--- config.mk ---
export PLATFORM = sky130hd
export DESIGN_NAME = rpa_assembly
export DESIGN_NICKNAME = d
export VERILOG_FILES = /design/src/hw/rpa_pkg.sv /design/src/hw/rpa_dio_if.sv /design/src/hw/rpa_port_dio.sv /design/src/hw/rpa_assembly.sv
export VERILOG_INCLUDE_DIRS = /design/src /design/src/hw
export SDC_FILE = /design/constraint.sdc
export NUM_CORES = 1
export LEC_CHECK = 0
export BUFFER_PORTS_ARGS = -buffer_cell sky130_fd_sc_hd__buf_4
export CORE_UTILIZATION = 50
export CTS_CLUSTER_DIAMETER = 200
export CTS_CLUSTER_SIZE = 20
export DETAILED_ROUTE_END_ITERATION = 7
export PLACE_DENSITY = 0.77
export SYNTH_ARGS = -nofsm -noshare
export SYNTH_HDL_FRONTEND = slang
export SYNTH_HIERARCHICAL = 1
export SYNTH_SLANG_ARGS = --single-unit
--- constraint.sdc ---
create_clock -name clk -period 3.9 [get_ports clk]
set_input_delay 0.78 -clock clk [delete_from_list [all_inputs] [get_ports clk]]
set_output_delay 0.78 -clock clk [all_outputs]
set_load 0.05 [all_outputs]
--- src/hw/rpa_regs.svh ---
// What this block does
// Controller copies current count into set count
// Assembly outputs obeyed only while counts match
// Input words stay live while counts differ
// Mismatched counts discard assembly control writes
// Full output assembly: 27 words from 3800
// Reduced input assembly: nine words from 4700
// Reduced output assembly: nine words from 4800
// Reset count words live only in assemblies
// Digital control writes, same address reads status
// Controller accumulate command lost at restart
// Nonvolatile accumulate setting holds zone at power-up
// Port digital outputs only with control bit 15
// Restart loads fresh current count
`ifndef RPA_REGS_SVH
`define RPA_REGS_SVH

// Assembly bases and sizes (holding register numbers)
`define RPA_FULL_OUT_BASE   16'd3800
`define RPA_FULL_OUT_WORDS  16'd27
`define RPA_FULL_SETCNT     16'd22
`define RPA_RED_IN_BASE     16'd4700
`define RPA_RED_OUT_BASE    16'd4800
`define RPA_RED_WORDS       16'd9
`define RPA_RED_CNT         16'd8

// Internal addresses of the control words, in full assembly order
`define RPA_A_STOP          16'd20
`define RPA_A_LEFT_DIO      16'd60
`define RPA_A_RIGHT_DIO     16'd84
`define RPA_A_CPORT_OUT     16'd37
`define RPA_A_LEFT_RUN      16'd260
`define RPA_A_LEFT_BRAKE    16'd261
`define RPA_A_LEFT_SPDM     16'd262
`define RPA_A_RIGHT_RUN     16'd270
`define RPA_A_RIGHT_BRAKE   16'd271
`define RPA_A_RIGHT_SPDM    16'd272
`define RPA_A_LEFT_SPEED    16'd40
`define RPA_A_RIGHT_SPEED   16'd64
`define RPA_A_LEFT_ACCEL    16'd43
`define RPA_A_LEFT_DECEL    16'd44
`define RPA_A_RIGHT_ACCEL   16'd67
`define RPA_A_RIGHT_DECEL   16'd68
`define RPA_A_ERR_CLEAR     16'd22
`define RPA_A_STAT_DOWN     16'd196
`define RPA_A_STAT_UP       16'd116
`define RPA_A_SENSOR_MASK   16'd34
`define RPA_A_TRACK_LO      16'd201
`define RPA_A_TRACK_HI      16'd202
`define RPA_A_LSERVO_PULSE  16'd8
`define RPA_A_LSERVO_WORD   16'd9
`define RPA_A_RSERVO_PULSE  16'd13
`define RPA_A_RSERVO_WORD   16'd14

// Internal addresses of the live status words, in reduced input order
`define RPA_A_SENSOR_CTRL   16'd35
`define RPA_A_SENSOR_DET    16'd36
`define RPA_A_LEFT_TEMP     16'd57
`define RPA_A_LEFT_STATE    16'd58
`define RPA_A_RIGHT_TEMP    16'd81
`define RPA_A_RIGHT_STATE   16'd82

// Zone mode words and their accumulate bit
`define RPA_A_ZONE_UP_MODE  16'd365
`define RPA_A_ZONE_DN_MODE  16'd375
`define RPA_ZONE_ACCUM_BIT  0

// Motor port digital field positions
`define RPA_DIO_ENABLE_BIT  15
`define RPA_DIO_SHORT_BIT   12
`define RPA_DIO_STAT_BIT    14

// Reset values
`define RPA_CTRL_RESET      16'h0000
`define RPA_SETCNT_RESET    16'h0000
`define RPA_CURCNT_RESET    16'h0000

`endif

--- src/hw/rpa_pkg.sv ---
package rpa_pkg;

    typedef logic [15:0] rpa_word_t;

    // Which storage an address resolves to
    typedef enum logic [2:0] {
        RK_NONE,
        RK_CTRL,
        RK_STAT,
        RK_SETCNT,
        RK_CURCNT,
        RK_ZONE
    } rpa_kind_e;

endpackage

--- src/hw/rpa_dio_if.sv ---
`timescale 1ns/1ns
interface rpa_dio_if;
    import rpa_pkg::*;

    rpa_word_t  ctrl_word;
    rpa_word_t  raw_status;
    logic [2:0] dout;
    rpa_word_t  status_word;

    modport owner (
        output ctrl_word,
        output raw_status,
        input  dout,
        input  status_word
    );

    modport port (
        input  ctrl_word,
        input  raw_status,
        output dout,
        output status_word
    );
endinterface

--- src/hw/rpa_port_dio.sv ---
`timescale 1ns/1ns
`include "rpa_regs.svh"
module rpa_port_dio
    import rpa_pkg::*;
(
    // Clock and reset
    input wire logic clk,
    input wire logic srst,
    // Control and status of one motor port
    rpa_dio_if.port  dio
);

    logic enabled;

    assign enabled = dio.ctrl_word[`RPA_DIO_ENABLE_BIT];

    // Without the enable bit the port stays a motor port
    always_ff @(posedge clk) begin
        if (srst) begin
            dio.dout <= 3'h0;
        end else begin
            dio.dout <= enabled ? dio.ctrl_word[2:0] : 3'h0;
        end
    end

    // Short and output status carry no meaning unless enabled
    always_ff @(posedge clk) begin
        if (srst) begin
            dio.status_word <= 16'h0000;
        end else begin
            dio.status_word <= dio.raw_status;
            if (!enabled) begin
                dio.status_word[`RPA_DIO_SHORT_BIT] <= 1'b0;
                dio.status_word[`RPA_DIO_STAT_BIT]  <= 1'b0;
            end
        end
    end

endmodule

--- src/hw/rpa_assembly.sv ---
`timescale 1ns/1ns
`include "rpa_regs.svh"
module rpa_assembly
    import rpa_pkg::*;
(
    // Clock and reset
    input  wire logic       clk,
    input  wire logic       srst,
    // Holding register port
    input  wire logic       reg_wr,
    input  wire logic       reg_rd,
    input  wire logic [15:0] reg_addr,
    input  wire logic [15:0] reg_wdata,
    output logic            reg_ack,
    output logic            reg_err,
    output logic [15:0]     reg_rdata,
    // Boot counter value supplied at each restart
    input  wire logic [15:0] restart_seed,
    // Nonvolatile accumulate settings, bit 0 upstream zone
    input  wire logic [1:0] nv_accum,
    // Live status
    input  wire logic [15:0] sensor_control_in,
    input  wire logic [15:0] sensor_detect_in,
    input  wire logic [15:0] left_temp_in,
    input  wire logic [15:0] left_state_in,
    input  wire logic [15:0] right_temp_in,
    input  wire logic [15:0] right_state_in,
    input  wire logic [15:0] left_dio_raw,
    input  wire logic [15:0] right_dio_raw,
    // Control outputs
    output rpa_word_t       ctrl_q [26],
    output logic [2:0]      left_dio_out,
    output logic [2:0]      right_dio_out,
    output logic [1:0]      zone_accum,
    output logic            outputs_live
);

    localparam int NCTRL = 26;
    localparam int NSTAT = 8;

    // Control word order follows the full output assembly
    function automatic rpa_word_t ctrl_addr(input logic [4:0] i);
        unique case (i)
            5'd0:    ctrl_addr = `RPA_A_STOP;
            5'd1:    ctrl_addr = `RPA_A_LEFT_DIO;
            5'd2:    ctrl_addr = `RPA_A_RIGHT_DIO;
            5'd3:    ctrl_addr = `RPA_A_CPORT_OUT;
            5'd4:    ctrl_addr = `RPA_A_LEFT_RUN;
            5'd5:    ctrl_addr = `RPA_A_LEFT_BRAKE;
            5'd6:    ctrl_addr = `RPA_A_LEFT_SPDM;
            5'd7:    ctrl_addr = `RPA_A_RIGHT_RUN;
            5'd8:    ctrl_addr = `RPA_A_RIGHT_BRAKE;
            5'd9:    ctrl_addr = `RPA_A_RIGHT_SPDM;
            5'd10:   ctrl_addr = `RPA_A_LEFT_SPEED;
            5'd11:   ctrl_addr = `RPA_A_RIGHT_SPEED;
            5'd12:   ctrl_addr = `RPA_A_LEFT_ACCEL;
            5'd13:   ctrl_addr = `RPA_A_LEFT_DECEL;
            5'd14:   ctrl_addr = `RPA_A_RIGHT_ACCEL;
            5'd15:   ctrl_addr = `RPA_A_RIGHT_DECEL;
            5'd16:   ctrl_addr = `RPA_A_ERR_CLEAR;
            5'd17:   ctrl_addr = `RPA_A_STAT_DOWN;
            5'd18:   ctrl_addr = `RPA_A_STAT_UP;
            5'd19:   ctrl_addr = `RPA_A_SENSOR_MASK;
            5'd20:   ctrl_addr = `RPA_A_TRACK_LO;
            5'd21:   ctrl_addr = `RPA_A_TRACK_HI;
            5'd22:   ctrl_addr = `RPA_A_LSERVO_PULSE;
            5'd23:   ctrl_addr = `RPA_A_LSERVO_WORD;
            5'd24:   ctrl_addr = `RPA_A_RSERVO_PULSE;
            5'd25:   ctrl_addr = `RPA_A_RSERVO_WORD;
            default: ctrl_addr = 16'hffff;
        endcase
    endfunction

    // Status word order follows the reduced input assembly
    function automatic rpa_word_t stat_addr(input logic [2:0] i);
        unique case (i)
            3'd0: stat_addr = `RPA_A_SENSOR_CTRL;
            3'd1: stat_addr = `RPA_A_SENSOR_DET;
            3'd2: stat_addr = `RPA_A_LEFT_TEMP;
            3'd3: stat_addr = `RPA_A_LEFT_STATE;
            3'd4: stat_addr = `RPA_A_RIGHT_TEMP;
            3'd5: stat_addr = `RPA_A_RIGHT_STATE;
            3'd6: stat_addr = `RPA_A_LEFT_DIO;
            3'd7: stat_addr = `RPA_A_RIGHT_DIO;
        endcase
    endfunction

    // Reduced output slot to control word index
    function automatic logic [4:0] red_out_idx(input logic [3:0] s);
        unique case (s)
            4'd0:    red_out_idx = 5'd1;
            4'd1:    red_out_idx = 5'd2;
            4'd2:    red_out_idx = 5'd3;
            4'd3:    red_out_idx = 5'd4;
            4'd4:    red_out_idx = 5'd7;
            4'd5:    red_out_idx = 5'd10;
            4'd6:    red_out_idx = 5'd11;
            default: red_out_idx = 5'd16;
        endcase
    endfunction

    rpa_word_t  stat_q [6];
    rpa_word_t  stat_all [NSTAT];
    rpa_word_t  set_count;
    rpa_word_t  cur_count;
    logic       count_armed;
    logic [1:0] zone_cmd;
    logic [1:0] nv_accum_q;
    logic       prot_ok;

    rpa_word_t  full_off;
    rpa_word_t  rin_off;
    rpa_word_t  rout_off;
    rpa_kind_e  rd_kind;
    rpa_kind_e  wr_kind;
    logic [4:0] rd_idx;
    logic [4:0] wr_idx;
    logic       wr_asm;
    logic       wr_take;
    logic       rd_zone;

    rpa_dio_if  left_if ();
    rpa_dio_if  right_if ();

    assign full_off = reg_addr - `RPA_FULL_OUT_BASE;
    assign rin_off  = reg_addr - `RPA_RED_IN_BASE;
    assign rout_off = reg_addr - `RPA_RED_OUT_BASE;

    // Handshake of the counts; no match until a fresh count is loaded
    assign prot_ok      = count_armed && (set_count == cur_count);
    assign outputs_live = prot_ok;

    // Read decode: shared digital addresses answer with status
    always_comb begin
        rd_kind = RK_NONE;
        rd_idx  = 5'd0;
        rd_zone = 1'b0;
        for (int i = 0; i < NCTRL; i++) begin
            if (reg_addr == ctrl_addr(5'(i))) begin
                rd_kind = RK_CTRL;
                rd_idx  = 5'(i);
            end
        end
        for (int i = 0; i < NSTAT; i++) begin
            if (reg_addr == stat_addr(3'(i))) begin
                rd_kind = RK_STAT;
                rd_idx  = 5'(i);
            end
        end
        if (reg_addr == `RPA_A_ZONE_UP_MODE
                || reg_addr == `RPA_A_ZONE_DN_MODE) begin
            rd_kind = RK_ZONE;
            rd_zone = (reg_addr == `RPA_A_ZONE_DN_MODE);
        end
        if (reg_addr >= `RPA_FULL_OUT_BASE
                && full_off < `RPA_FULL_OUT_WORDS) begin
            if (full_off == `RPA_FULL_SETCNT) begin
                rd_kind = RK_SETCNT;
            end else if (full_off < `RPA_FULL_SETCNT) begin
                rd_kind = RK_CTRL;
                rd_idx  = full_off[4:0];
            end else begin
                rd_kind = RK_CTRL;
                rd_idx  = 5'(full_off - 16'd1);
            end
        end
        if (reg_addr >= `RPA_RED_IN_BASE
                && rin_off < `RPA_RED_WORDS) begin
            if (rin_off == `RPA_RED_CNT) begin
                rd_kind = RK_CURCNT;
            end else begin
                rd_kind = RK_STAT;
                rd_idx  = rin_off[4:0];
            end
        end
        if (reg_addr >= `RPA_RED_OUT_BASE
                && rout_off < `RPA_RED_WORDS) begin
            if (rout_off == `RPA_RED_CNT) begin
                rd_kind = RK_SETCNT;
            end else begin
                rd_kind = RK_CTRL;
                rd_idx  = red_out_idx(rout_off[3:0]);
            end
        end
    end

    // Write decode: the reset counts have no internal address
    always_comb begin
        wr_kind = RK_NONE;
        wr_idx  = 5'd0;
        wr_asm  = 1'b0;
        for (int i = 0; i < NCTRL; i++) begin
            if (reg_addr == ctrl_addr(5'(i))) begin
                wr_kind = RK_CTRL;
                wr_idx  = 5'(i);
            end
        end
        if (reg_addr == `RPA_A_ZONE_UP_MODE
                || reg_addr == `RPA_A_ZONE_DN_MODE) begin
            wr_kind = RK_ZONE;
        end
        if (reg_addr >= `RPA_FULL_OUT_BASE
                && full_off < `RPA_FULL_OUT_WORDS) begin
            wr_asm = 1'b1;
            if (full_off == `RPA_FULL_SETCNT) begin
                wr_kind = RK_SETCNT;
            end else if (full_off < `RPA_FULL_SETCNT) begin
                wr_kind = RK_CTRL;
                wr_idx  = full_off[4:0];
            end else begin
                wr_kind = RK_CTRL;
                wr_idx  = 5'(full_off - 16'd1);
            end
        end
        if (reg_addr >= `RPA_RED_OUT_BASE
                && rout_off < `RPA_RED_WORDS) begin
            wr_asm = 1'b1;
            if (rout_off == `RPA_RED_CNT) begin
                wr_kind = RK_SETCNT;
            end else begin
                wr_kind = RK_CTRL;
                wr_idx  = red_out_idx(rout_off[3:0]);
            end
        end
    end

    // Assembly control writes are dropped while the counts differ
    assign wr_take = reg_wr && (!wr_asm || prot_ok);

    // Control words
    always_ff @(posedge clk) begin
        if (srst) begin
            for (int i = 0; i < NCTRL; i++) begin
                ctrl_q[i] <= `RPA_CTRL_RESET;
            end
        end else if (wr_take && wr_kind == RK_CTRL) begin
            ctrl_q[wr_idx] <= reg_wdata;
        end
    end

    // The set count is always writable, else the handshake could lock
    always_ff @(posedge clk) begin
        if (srst) begin
            set_count <= `RPA_SETCNT_RESET;
        end else if (reg_wr && wr_kind == RK_SETCNT) begin
            set_count <= reg_wdata;
        end
    end

    // Fresh count one edge after reset release, never equal to zero
    always_ff @(posedge clk) begin
        if (srst) begin
            cur_count   <= `RPA_CURCNT_RESET;
            count_armed <= 1'b0;
        end else if (!count_armed) begin
            cur_count   <= (restart_seed == 16'hffff) ? 16'h0001
                           : restart_seed + 16'h0001;
            count_armed <= 1'b1;
        end
    end

    // Live status sampled every cycle, whatever the counts show
    always_ff @(posedge clk) begin
        if (srst) begin
            for (int i = 0; i < 6; i++) begin
                stat_q[i] <= 16'h0000;
            end
        end else begin
            stat_q[0] <= sensor_control_in;
            stat_q[1] <= sensor_detect_in;
            stat_q[2] <= left_temp_in;
            stat_q[3] <= left_state_in;
            stat_q[4] <= right_temp_in;
            stat_q[5] <= right_state_in;
        end
    end

    always_comb begin
        for (int i = 0; i < 6; i++) begin
            stat_all[i] = stat_q[i];
        end
        stat_all[6] = left_if.status_word;
        stat_all[7] = right_if.status_word;
    end

    // Controller accumulate is plain flop state, gone after a restart
    always_ff @(posedge clk) begin
        if (srst) begin
            zone_cmd <= 2'b00;
        end else if (wr_take && wr_kind == RK_ZONE) begin
            if (reg_addr == `RPA_A_ZONE_DN_MODE) begin
                zone_cmd[1] <= reg_wdata[`RPA_ZONE_ACCUM_BIT];
            end else begin
                zone_cmd[0] <= reg_wdata[`RPA_ZONE_ACCUM_BIT];
            end
        end
    end

    // Stored setting comes from flash, so it holds from power-up on
    always_ff @(posedge clk) begin
        if (srst) begin
            nv_accum_q <= 2'b00;
        end else begin
            nv_accum_q <= nv_accum;
        end
    end

    always_ff @(posedge clk) begin
        if (srst) begin
            zone_accum <= 2'b00;
        end else begin
            zone_accum <= nv_accum_q | zone_cmd;
        end
    end

    // Motor port digital units
    always_comb begin
        left_if.ctrl_word   = ctrl_q[1];
        left_if.raw_status  = left_dio_raw;
        right_if.ctrl_word  = ctrl_q[2];
        right_if.raw_status = right_dio_raw;
    end

    rpa_port_dio u_left_dio (
        .clk  (clk),
        .srst (srst),
        .dio  (left_if.port)
    );

    rpa_port_dio u_right_dio (
        .clk  (clk),
        .srst (srst),
        .dio  (right_if.port)
    );

    assign left_dio_out  = left_if.dout;
    assign right_dio_out = right_if.dout;

    // Register port answer, one cycle after the strobe
    always_ff @(posedge clk) begin
        if (srst) begin
            reg_ack   <= 1'b0;
            reg_err   <= 1'b0;
            reg_rdata <= 16'h0000;
        end else begin
            reg_ack   <= reg_wr || reg_rd;
            reg_err   <= 1'b0;
            reg_rdata <= 16'h0000;
            if (reg_wr) begin
                reg_err <= (wr_kind == RK_NONE);
            end else if (reg_rd) begin
                reg_err <= (rd_kind == RK_NONE);
                unique case (rd_kind)
                    RK_CTRL:   reg_rdata <= ctrl_q[rd_idx];
                    RK_STAT:   reg_rdata <= stat_all[rd_idx[2:0]];
                    RK_SETCNT: reg_rdata <= set_count;
                    RK_CURCNT: reg_rdata <= cur_count;
                    RK_ZONE:   reg_rdata <= {15'h0000, zone_cmd[rd_zone]};
                    RK_NONE:   reg_rdata <= 16'h0000;
                endcase
            end
        end
    end

endmodule

======== Word level (Yosys, flattened, before mapping) ========
Memory sizes are Yosys's and may differ from the RTL's.
Cells that the tools add are included.
storage, ports and cells
  memory bits (writable) .................. 96
  input bits .............................. 182
  bits in registers ....................... 511
  memories ................................ 1
memory list
  memory  words  bits a word  rd ports  clocked after Yosys merged registers in  write ports  line                 source
  stat_q  6      16           6         0                                        6            rpa_assembly.sv:102  rpa_word_t stat_q [6];
operators by class
  equal/unequal tests ..................... 53
  $lt $le $gt $ge ......................... 12
  bitwise gates (word level) .............. 14
  $add $sub $neg .......................... 5
  mux-type cells .......................... 162
  reductions and logical operators ........ 21
operators with widths
  kind                                                                                   count
  416-bit bitwise mux                                                                    1
  5-bit 2-to-1 mux                                                                       65
  16-bit 2-to-1 mux                                                                      12
  3-bit 2-to-1 mux                                                                       63
  16-bit by 6-bit == test with 1-bit output, second input constant                       10
  16-bit by 9-bit == test with 1-bit output, second input constant                       8
  16-bit by 7-bit == test with 1-bit output, second input constant                       7
  16-bit by 4-bit == test with 1-bit output, second input constant                       6
  16-bit one-hot mux with 6 select lines                                                 1
  16-bit binary-select mux with 5-bit select                                             1
  16-bit demux with 5-bit select                                                         1
  16-bit binary-select mux with 3-bit select                                             1
  16-bit by 5-bit == test with 1-bit output, second input constant                       3
  16-bit by 8-bit == test with 1-bit output, second input constant                       3
  5-bit one-hot mux with 7 select lines                                                  1
  16-bit by 13-bit greater-or-equal comparator with 1-bit output, second input constant  2
  16-bit by 4-bit less-than comparator with 1-bit output, second input constant          2
  16-bit by 5-bit less-than comparator with 1-bit output, second input constant          2
  16-bit by 13-bit subtractor with 16-bit output, second input constant                  2
  16-bit by 1-bit adder with 16-bit output, second input constant                        1
  16-bit == test                                                                         1
  16-bit == test, second input constant                                                  1
  16-bit by 12-bit greater-or-equal comparator with 1-bit output, second input constant  1
  16-bit by 12-bit subtractor with 16-bit output, second input constant                  1
  26 further kinds                                                                       71

======== Longest topological paths before layout ========
  depth after elaboration ................. 43
  gate-level depth with buffers ........... 19
  mapped depth without buffers ............ 13

======== Modules after synthesis ========
Netlist, hierarchy kept.
modules (own cells, without submodules)
  module        area each (um2)  times used  seq. area each (um2)  cells each
  rpa_assembly  28172.0          1           11390.9               3298
  rpa_port_dio  524.3            2           380.4                 39

======== Least setup slack after synthesis ========
Ideal clock, no wire load.
  path kind ............................... input -> register
  start ................................... in reg_addr[2]
  end ..................................... reg ctrl_q[77] in the netlist's numbering
  path buffers ............................ 3
  library setup time ...................... 0.128 ns
  data arrival time ....................... 4.159 ns
  path slack .............................. -0.387 ns
  stages .................................. 16
  data required time ...................... 3.772 ns
  path through ............................ clkbuf_1 -> inv_1 -> ha_1 -> clkbuf_1 -> nand2_1 -> nor2_1 -> o21ai_0 -> nand3b_1 -> or4b_1 -> o311a_2 -> nand3b_1 -> nor2_1 -> nand2_1 -> buf_4 -> mux2i_1 -> nor2_1
on the way
  word-level cells in the longest chain between the ends .. 36
  elaborated cells on any way between the ends .. 124
  classes of those cells .................. add/sub (3); order compare (7); eq/ne (37); mux (67); bitwise (1); reduce/logical (9)
RTL lines
  what                                                                                                                              line                 source
  start: declaration                                                                                                                rpa_assembly.sv:12   input wire logic [15:0] reg_addr,
  16-bit by 6-bit == test with 1-bit output                                                                                         rpa_assembly.sv:193  if (reg_addr == ctrl_addr(5'(i))) begin
  1-bit 2-to-1 mux                                                                                                                  rpa_assembly.sv:193
  5-bit 2-to-1 mux (24 in series)                                                                                                   rpa_assembly.sv:193
  5-bit 2-to-1 mux                                                                                                                  rpa_assembly.sv:205  if (full_off == `RPA_FULL_SETCNT) begin
  5-bit 2-to-1 mux                                                                                                                  rpa_assembly.sv:202  if (reg_addr >= `RPA_FULL_OUT_BASE
  5-bit 2-to-1 mux                                                                                                                  rpa_assembly.sv:218  if (rout_off == `RPA_RED_CNT) begin
  5-bit 2-to-1 mux                                                                                                                  rpa_assembly.sv:215  if (reg_addr >= `RPA_RED_OUT_BASE
  5-bit inverter with 6-bit output (not written as such)                                                                            rpa_assembly.sv:237  ctrl_q[wr_idx] <= reg_wdata;
  6-bit greater-or-equal comparator (not written as such) or 6-bit by 1-bit less-than comparator with 1-bit output (tied branches)  rpa_assembly.sv:237
  1-bit logical AND (not written as such)                                                                                           rpa_assembly.sv:237
  16-bit 2-to-1 mux (not written as such)                                                                                           rpa_assembly.sv:237
  16-bit demux with 5-bit select                                                                                                    rpa_assembly.sv:237
  416-bit bitwise mux                                                                                                               rpa_assembly.sv:237
  end signal: indexed assignment                                                                                                    rpa_assembly.sv:234  ctrl_q[i] <= `RPA_CTRL_RESET;
  end signal: indexed assignment                                                                                                    rpa_assembly.sv:237
  end: declaration                                                                                                                  rpa_assembly.sv:31   output rpa_word_t ctrl_q [26],
Several ways; a longest one is shown, not always the timed one.
A chain may end at the register's enable or synchronous reset.

======== Worst setup path in the final report ========
  start ................................... in reg_addr[0]
  end ..................................... reg reg_rdata[2]
on the way
  word-level cells in the longest chain between the ends .. 43
  elaborated cells on any way between the ends .. 152
  classes of those cells .................. add/sub (4); order compare (7); eq/ne (48); mux (85); bitwise (2); reduce/logical (6)
RTL lines
  what                                                                                                        line                                      source
  16-bit by 6-bit == test with 1-bit output                                                                   rpa_assembly.sv:139                       if (reg_addr == ctrl_addr(5'(i))) begin
  2-bit 2-to-1 mux                                                                                            rpa_assembly.sv:139
  5-bit 2-to-1 mux (22 in series)                                                                             rpa_assembly.sv:139
  5-bit 2-to-1 mux (8 in series)                                                                              rpa_assembly.sv:145                       if (reg_addr == stat_addr(3'(i))) begin
  5-bit 2-to-1 mux                                                                                            rpa_assembly.sv:157                       if (full_off == `RPA_FULL_SETCNT) begin
  5-bit 2-to-1 mux                                                                                            rpa_assembly.sv:155                       if (reg_addr >= `RPA_FULL_OUT_BASE
  5-bit 2-to-1 mux                                                                                            rpa_assembly.sv:169                       if (rin_off == `RPA_RED_CNT) begin
  5-bit 2-to-1 mux                                                                                            rpa_assembly.sv:167                       if (reg_addr >= `RPA_RED_IN_BASE
  5-bit 2-to-1 mux                                                                                            rpa_assembly.sv:178                       if (rout_off == `RPA_RED_CNT) begin
  5-bit 2-to-1 mux                                                                                            rpa_assembly.sv:176                       if (reg_addr >= `RPA_RED_OUT_BASE
  5-bit inverter with 6-bit output (not written as such) or 3-bit inverter with 4-bit output (tied branches)  rpa_assembly.sv:354, rpa_assembly.sv:355
  16-bit binary-select mux with 5-bit select or 16-bit binary-select mux with 3-bit select (tied branches)    rpa_assembly.sv:354, rpa_assembly.sv:355
  16-bit 2-to-1 mux, on equally long branches (2 in series)                                                   rpa_assembly.sv:354, rpa_assembly.sv:355
  16-bit one-hot mux with 6 select lines (*)                                                                  rpa_assembly.sv:353                       unique case (rd_kind)
  end signal: assignment                                                                                      rpa_assembly.sv:354                       RK_CTRL: reg_rdata <= ctrl_q[rd_idx];
  end signal: assignment                                                                                      rpa_assembly.sv:355                       RK_STAT: reg_rdata <= stat_all[rd_idx[2:0]];
  end signal: assignment                                                                                      rpa_assembly.sv:356                       RK_SETCNT: reg_rdata <= set_count;
  end: declaration                                                                                            rpa_assembly.sv:16                        output logic [15:0] reg_rdata,
Every way passes the cells marked *; elsewhere a longest branch is shown, timed or not. The select of a mux whose other input is x is not followed.

==> flow_summary_export.csv <==
group,metric,value,unit
status,status,"finished, violations left",
status,violations,"setup timing",
logic_synthesis,synth_top_area_share,41.6,%
finish,diodes,0,
worst_setup_path,cp-end-kind,"register",
worst_setup_path,path_class,"input pin to register",
hold_path,hold_class,"input pin to register",
power_and_ir_drop,p_per_area,275,mW/mm²
worst_setup_path,cp-start-kind,"input pin",
worst_setup_path,crit_buf_inv,7,
clock_network,cts-root-buf,"clkbuf_16",
worst_setup_path,slowest_stage,"or4_4",
detailed_routing,wl_per_cell,26.1,µm
power_and_ir_drop,peakVddDrop,0.304,mV
logic_synthesis,netlist_area,0.0292,mm²
floorplanning,die_h,244,µm
sta,finalCritPeriodShare,102,%
logic_synthesis,synth_top_family_by_area,"simple AND/OR/NAND/NOR gates",
logic_synthesis,syn_inst,3376,
logic_synthesis,yosysMostFrequentCell,"dfxtp_1",
global_route,grt_pass1_wl,189000,µm
logic_synthesis,synth_async_sr_flop_share,0,%
logic_synthesis,yosys.area.top_type,"dfxtp_1",
floorplanning,fp.dieW,244,µm
global_route,grtUsageTotal,42.3,%
detailed_routing,dr.pass1.iters,6,
placement,hpwl,97400,µm
worst_setup_path,critPathRequiredTime,4420,ps
sta,finalSetupTns,-244,ps
clock_network,clock-sinks,607,
sta,setup_viol,5,
run,drv_cap,0,
finish,drive_gt1_share,32.1,%
floorplanning,die-area,0.0594,mm²
global_route,grt_overflow_total,0,
placement,gp_congestion,1.06,
detailed_routing,vias,30700,
floorplanning,io_pins,625,
sta,hold_viol,0,
placement,placed_cells,4977,
finish,fill_cells,4605,
global_route,grt_max_degree,100,
logic_synthesis,synth-simple-area-share,20.6,%
finish,stdcell_count,5063,
logic_synthesis,synth_flop_cell,"dfxtp_1",
detailed_routing,wl,132000,µm
logic_synthesis,ys_types,108,
worst_setup_path,path_common_cell,"buf_4",
clock_network,htree_levels,2,
sta,relSlewSlack,27.9,%
logic_synthesis,synth-seq-cells,607,
clock_network,cts_tree,"built",
finish,syn_to_final_growth,37.9,%
finish,num-nets-final,4492,
placement,dpl-instance-area,0.0380,mm²
worst_setup_path,cp_max_fo,10,
logic_synthesis,synthXorXnorAreaFrac,1.05,%
floorplanning,start_util,50.6,%
detailed_routing,routed_via_density,6.05,
detailed_routing,drt_iter0_drc,3593,
sta,setup_ws,-90.0,ps
logic_synthesis,postSynthAreaPerCell,8.66,µm²
worst_setup_path,slowest_delay,610,ps
logic_synthesis,synth_fp_nets,3572,
logic_synthesis,synth_fa_ha_area_share,0.599,%
global_route,antenna_found_initial,0,
logic_synthesis,ys_top_cells_by_area,"dfxtp_1 42%, mux2i_1 18%, nand2_1 7.7%, a21oi_1 4.9%, nor2_1 3.8%",
sta,drv_slew,0,
power_and_ir_drop,finalPower,11.1,mW
sta,fmax,251,MHz
sta,tightestPinTransition,1080,ps
clock_network,clockBufferDepth,3,
logic_synthesis,synthMuxAreaShare,18.2,%
worst_setup_path,critPathArrivalTime,4510,ps
logic_synthesis,ys_warn_count,6,
logic_synthesis,synth_seq_area_share,41.6,%
clock_network,clkLatencyLatePin,600,ps
floorplanning,row_count,88,
floorplanning,core-area,0.0577,mm²
logic_synthesis,synth_edf_count,0,
sta,post-route-min-period,3990,ps
sta,clock-skew-final,33.7,ps
clock_network,clk_pin_slew,90,ps
finish,fin_util,69.8,%
detailed_routing,antenna_left,0,
worst_setup_path,crit_chain,"buf_4 > inv_1 > buf_6 > ha_4 > buf_12 > and4_1 > buf_4 > o31ai_4 > nand3_2 > o31a_1 > nor4b_2 > buf_4 > nor2_4 > clkbuf_16 > nor4_4 > nor4_1 > or4_4 > a21oi_2",
power_and_ir_drop,p_leak,16.8,nW
logic_synthesis,synth_common_cells,"607 x dfxtp_1, 598 x nand2_1, 522 x mux2i_1",
logic_synthesis,synth_compound_area_share,13.0,%
sta,rsz0062_at_grt,"yes",
worst_setup_path,crit_family,"simple AND/OR/NAND/NOR gates",
finish,postLayoutCellArea,0.0403,mm²
detailed_routing,drc,0,
clock_network,numCtsBuffers,36,
placement,io_buffers,624,
global_route,grt_pass1_vias,29000,
==> what timing repair did <==
item                                    CTS  global route
buffers inserted                          8            28
hold buffers                              0             0
pin swaps                                 8            33
cloned                                    4             6
endpoints found under the setup margin   31           206
gates resized for setup                  45           129
==> report_power, final <==
part           switching [mW]  internal (mW)
Sequential             0.0317           6.27
Clock                    2.18           1.69
Combinational           0.524          0.378
==> final timing paths <==
| kind | slack, ps | cells after the start | start | end |
|---|---|---|---|---|
| worst max register to register | 470 | 13 | cur_count[3] | ctrl_q[12] |
| worst min register to register | 440 | 2 | nv_accum_q[1] | zone_accum[1] |
| worst min-delay path | 380 | 2 | left_temp_in[15] | stat_q[2][15] |
| worst max-delay path | -90 | 18 | reg_addr[0] | reg_rdata[2] |
==> through the flow <==
step	hold WS [ps]	worst slack (ps)
after CTS	371	-1.35
after detailed placement	425	-1130
after floorplan	411	4.36
final	383	-90.0
after global routing	379	-120
after global placement	421	-1080
==> metal layers <==
| layer | wire (µm) | part of all wire (%) | global-route usage [%] |
|---|---|---|---|
| met2 | 58500 | 44 | 66.3 |
| met4 | 10100 | 7.6 | 25.3 |
| met1 | 49100 | 37 | 52.5 |
| met5 | 0 | 0 | 0 |
| met3 | 14700 | 11 | 10.2 |
==> worst register-to-register path: stages (launching register included) <==
cell and delay (ps):
dfxtp_1 350, xor2_1 170, nor4_1 280, nand4_1 140
nor4_2 580, a21oi_1 80, nor2_1 240, nand3_2 190
or3_4 460, nor3_4 230, buf_12 150, buf_12 140
mux2i_1 210, nor2_1 70
==> registers in the layout (all words and copies together) (netlist names), 2 cells and up <==
| name | flops |
|---|---|
| right_if.ctrl_word | 16 |
| zone_accum | 2 |
| reg_rdata | 16 |
| nv_accum_q | 2 |
| zone_cmd | 2 |
| stat_q | 96 |
| ctrl_q | 384 |
| u_left_dio/dio.status_word | 16 |
| cur_count | 16 |
| u_right_dio/dio.status_word | 16 |
| u_left_dio/dio.dout | 3 |
| u_right_dio/dio.dout | 3 |
| set_count | 16 |
| left_if.ctrl_word | 16 |
==> placed cells by master, fill, tap and decap left out, types with 8 or more instances in the layout <==
cell type	n
a211oi_1	34
a211oi_2	8
a21o_1	8
a21oi_1	278
a221oi_1	21
a22oi_1	22
and2_1	12
and2b_1	8
and3_1	11
and3b_1	12
buf_12	59
buf_4	1068
buf_6	15
clkbuf_16	42
dfxtp_1	607
inv_1	25
mux2i_1	502
mux2i_2	15
nand2_1	592
nand2b_1	12
nand3_1	68
nand4_1	13
nor2_1	290
nor2_2	9
nor2b_1	120
nor3_1	21
nor4_1	14
o211a_1	9
o211ai_1	19
o21ai_0	47
o21ai_1	12
o22ai_1	8
o31ai_1	9
or2_2	11
xnor2_1	25
xor2_1	9
==> final cells by class <==
cell class | instances | area, µm² | share of cell area (%)
multi-input cells | 2465 | 16300 | 40.6
flip-flops and latches | 607 | 12200 | 30.2
clock inverters | 4 | 61.3 | 0.152
repair buffers | 1158 | 9770 | 24.2
clock buffers | 36 | 901 | 2.24
well taps | 765 | 957 | 2.38
inverters | 28 | 110 | 0.273
==> cell families after synthesis <==
family	Yosys count
and+or+nand+nor	1299
DFF	607
AOI/OAI and AO/OA	587
muxes	530
buffers and inverters	304
xor gates and xnor gates	35
adders and majority gates	14
(Power assumes the default switching activity.)
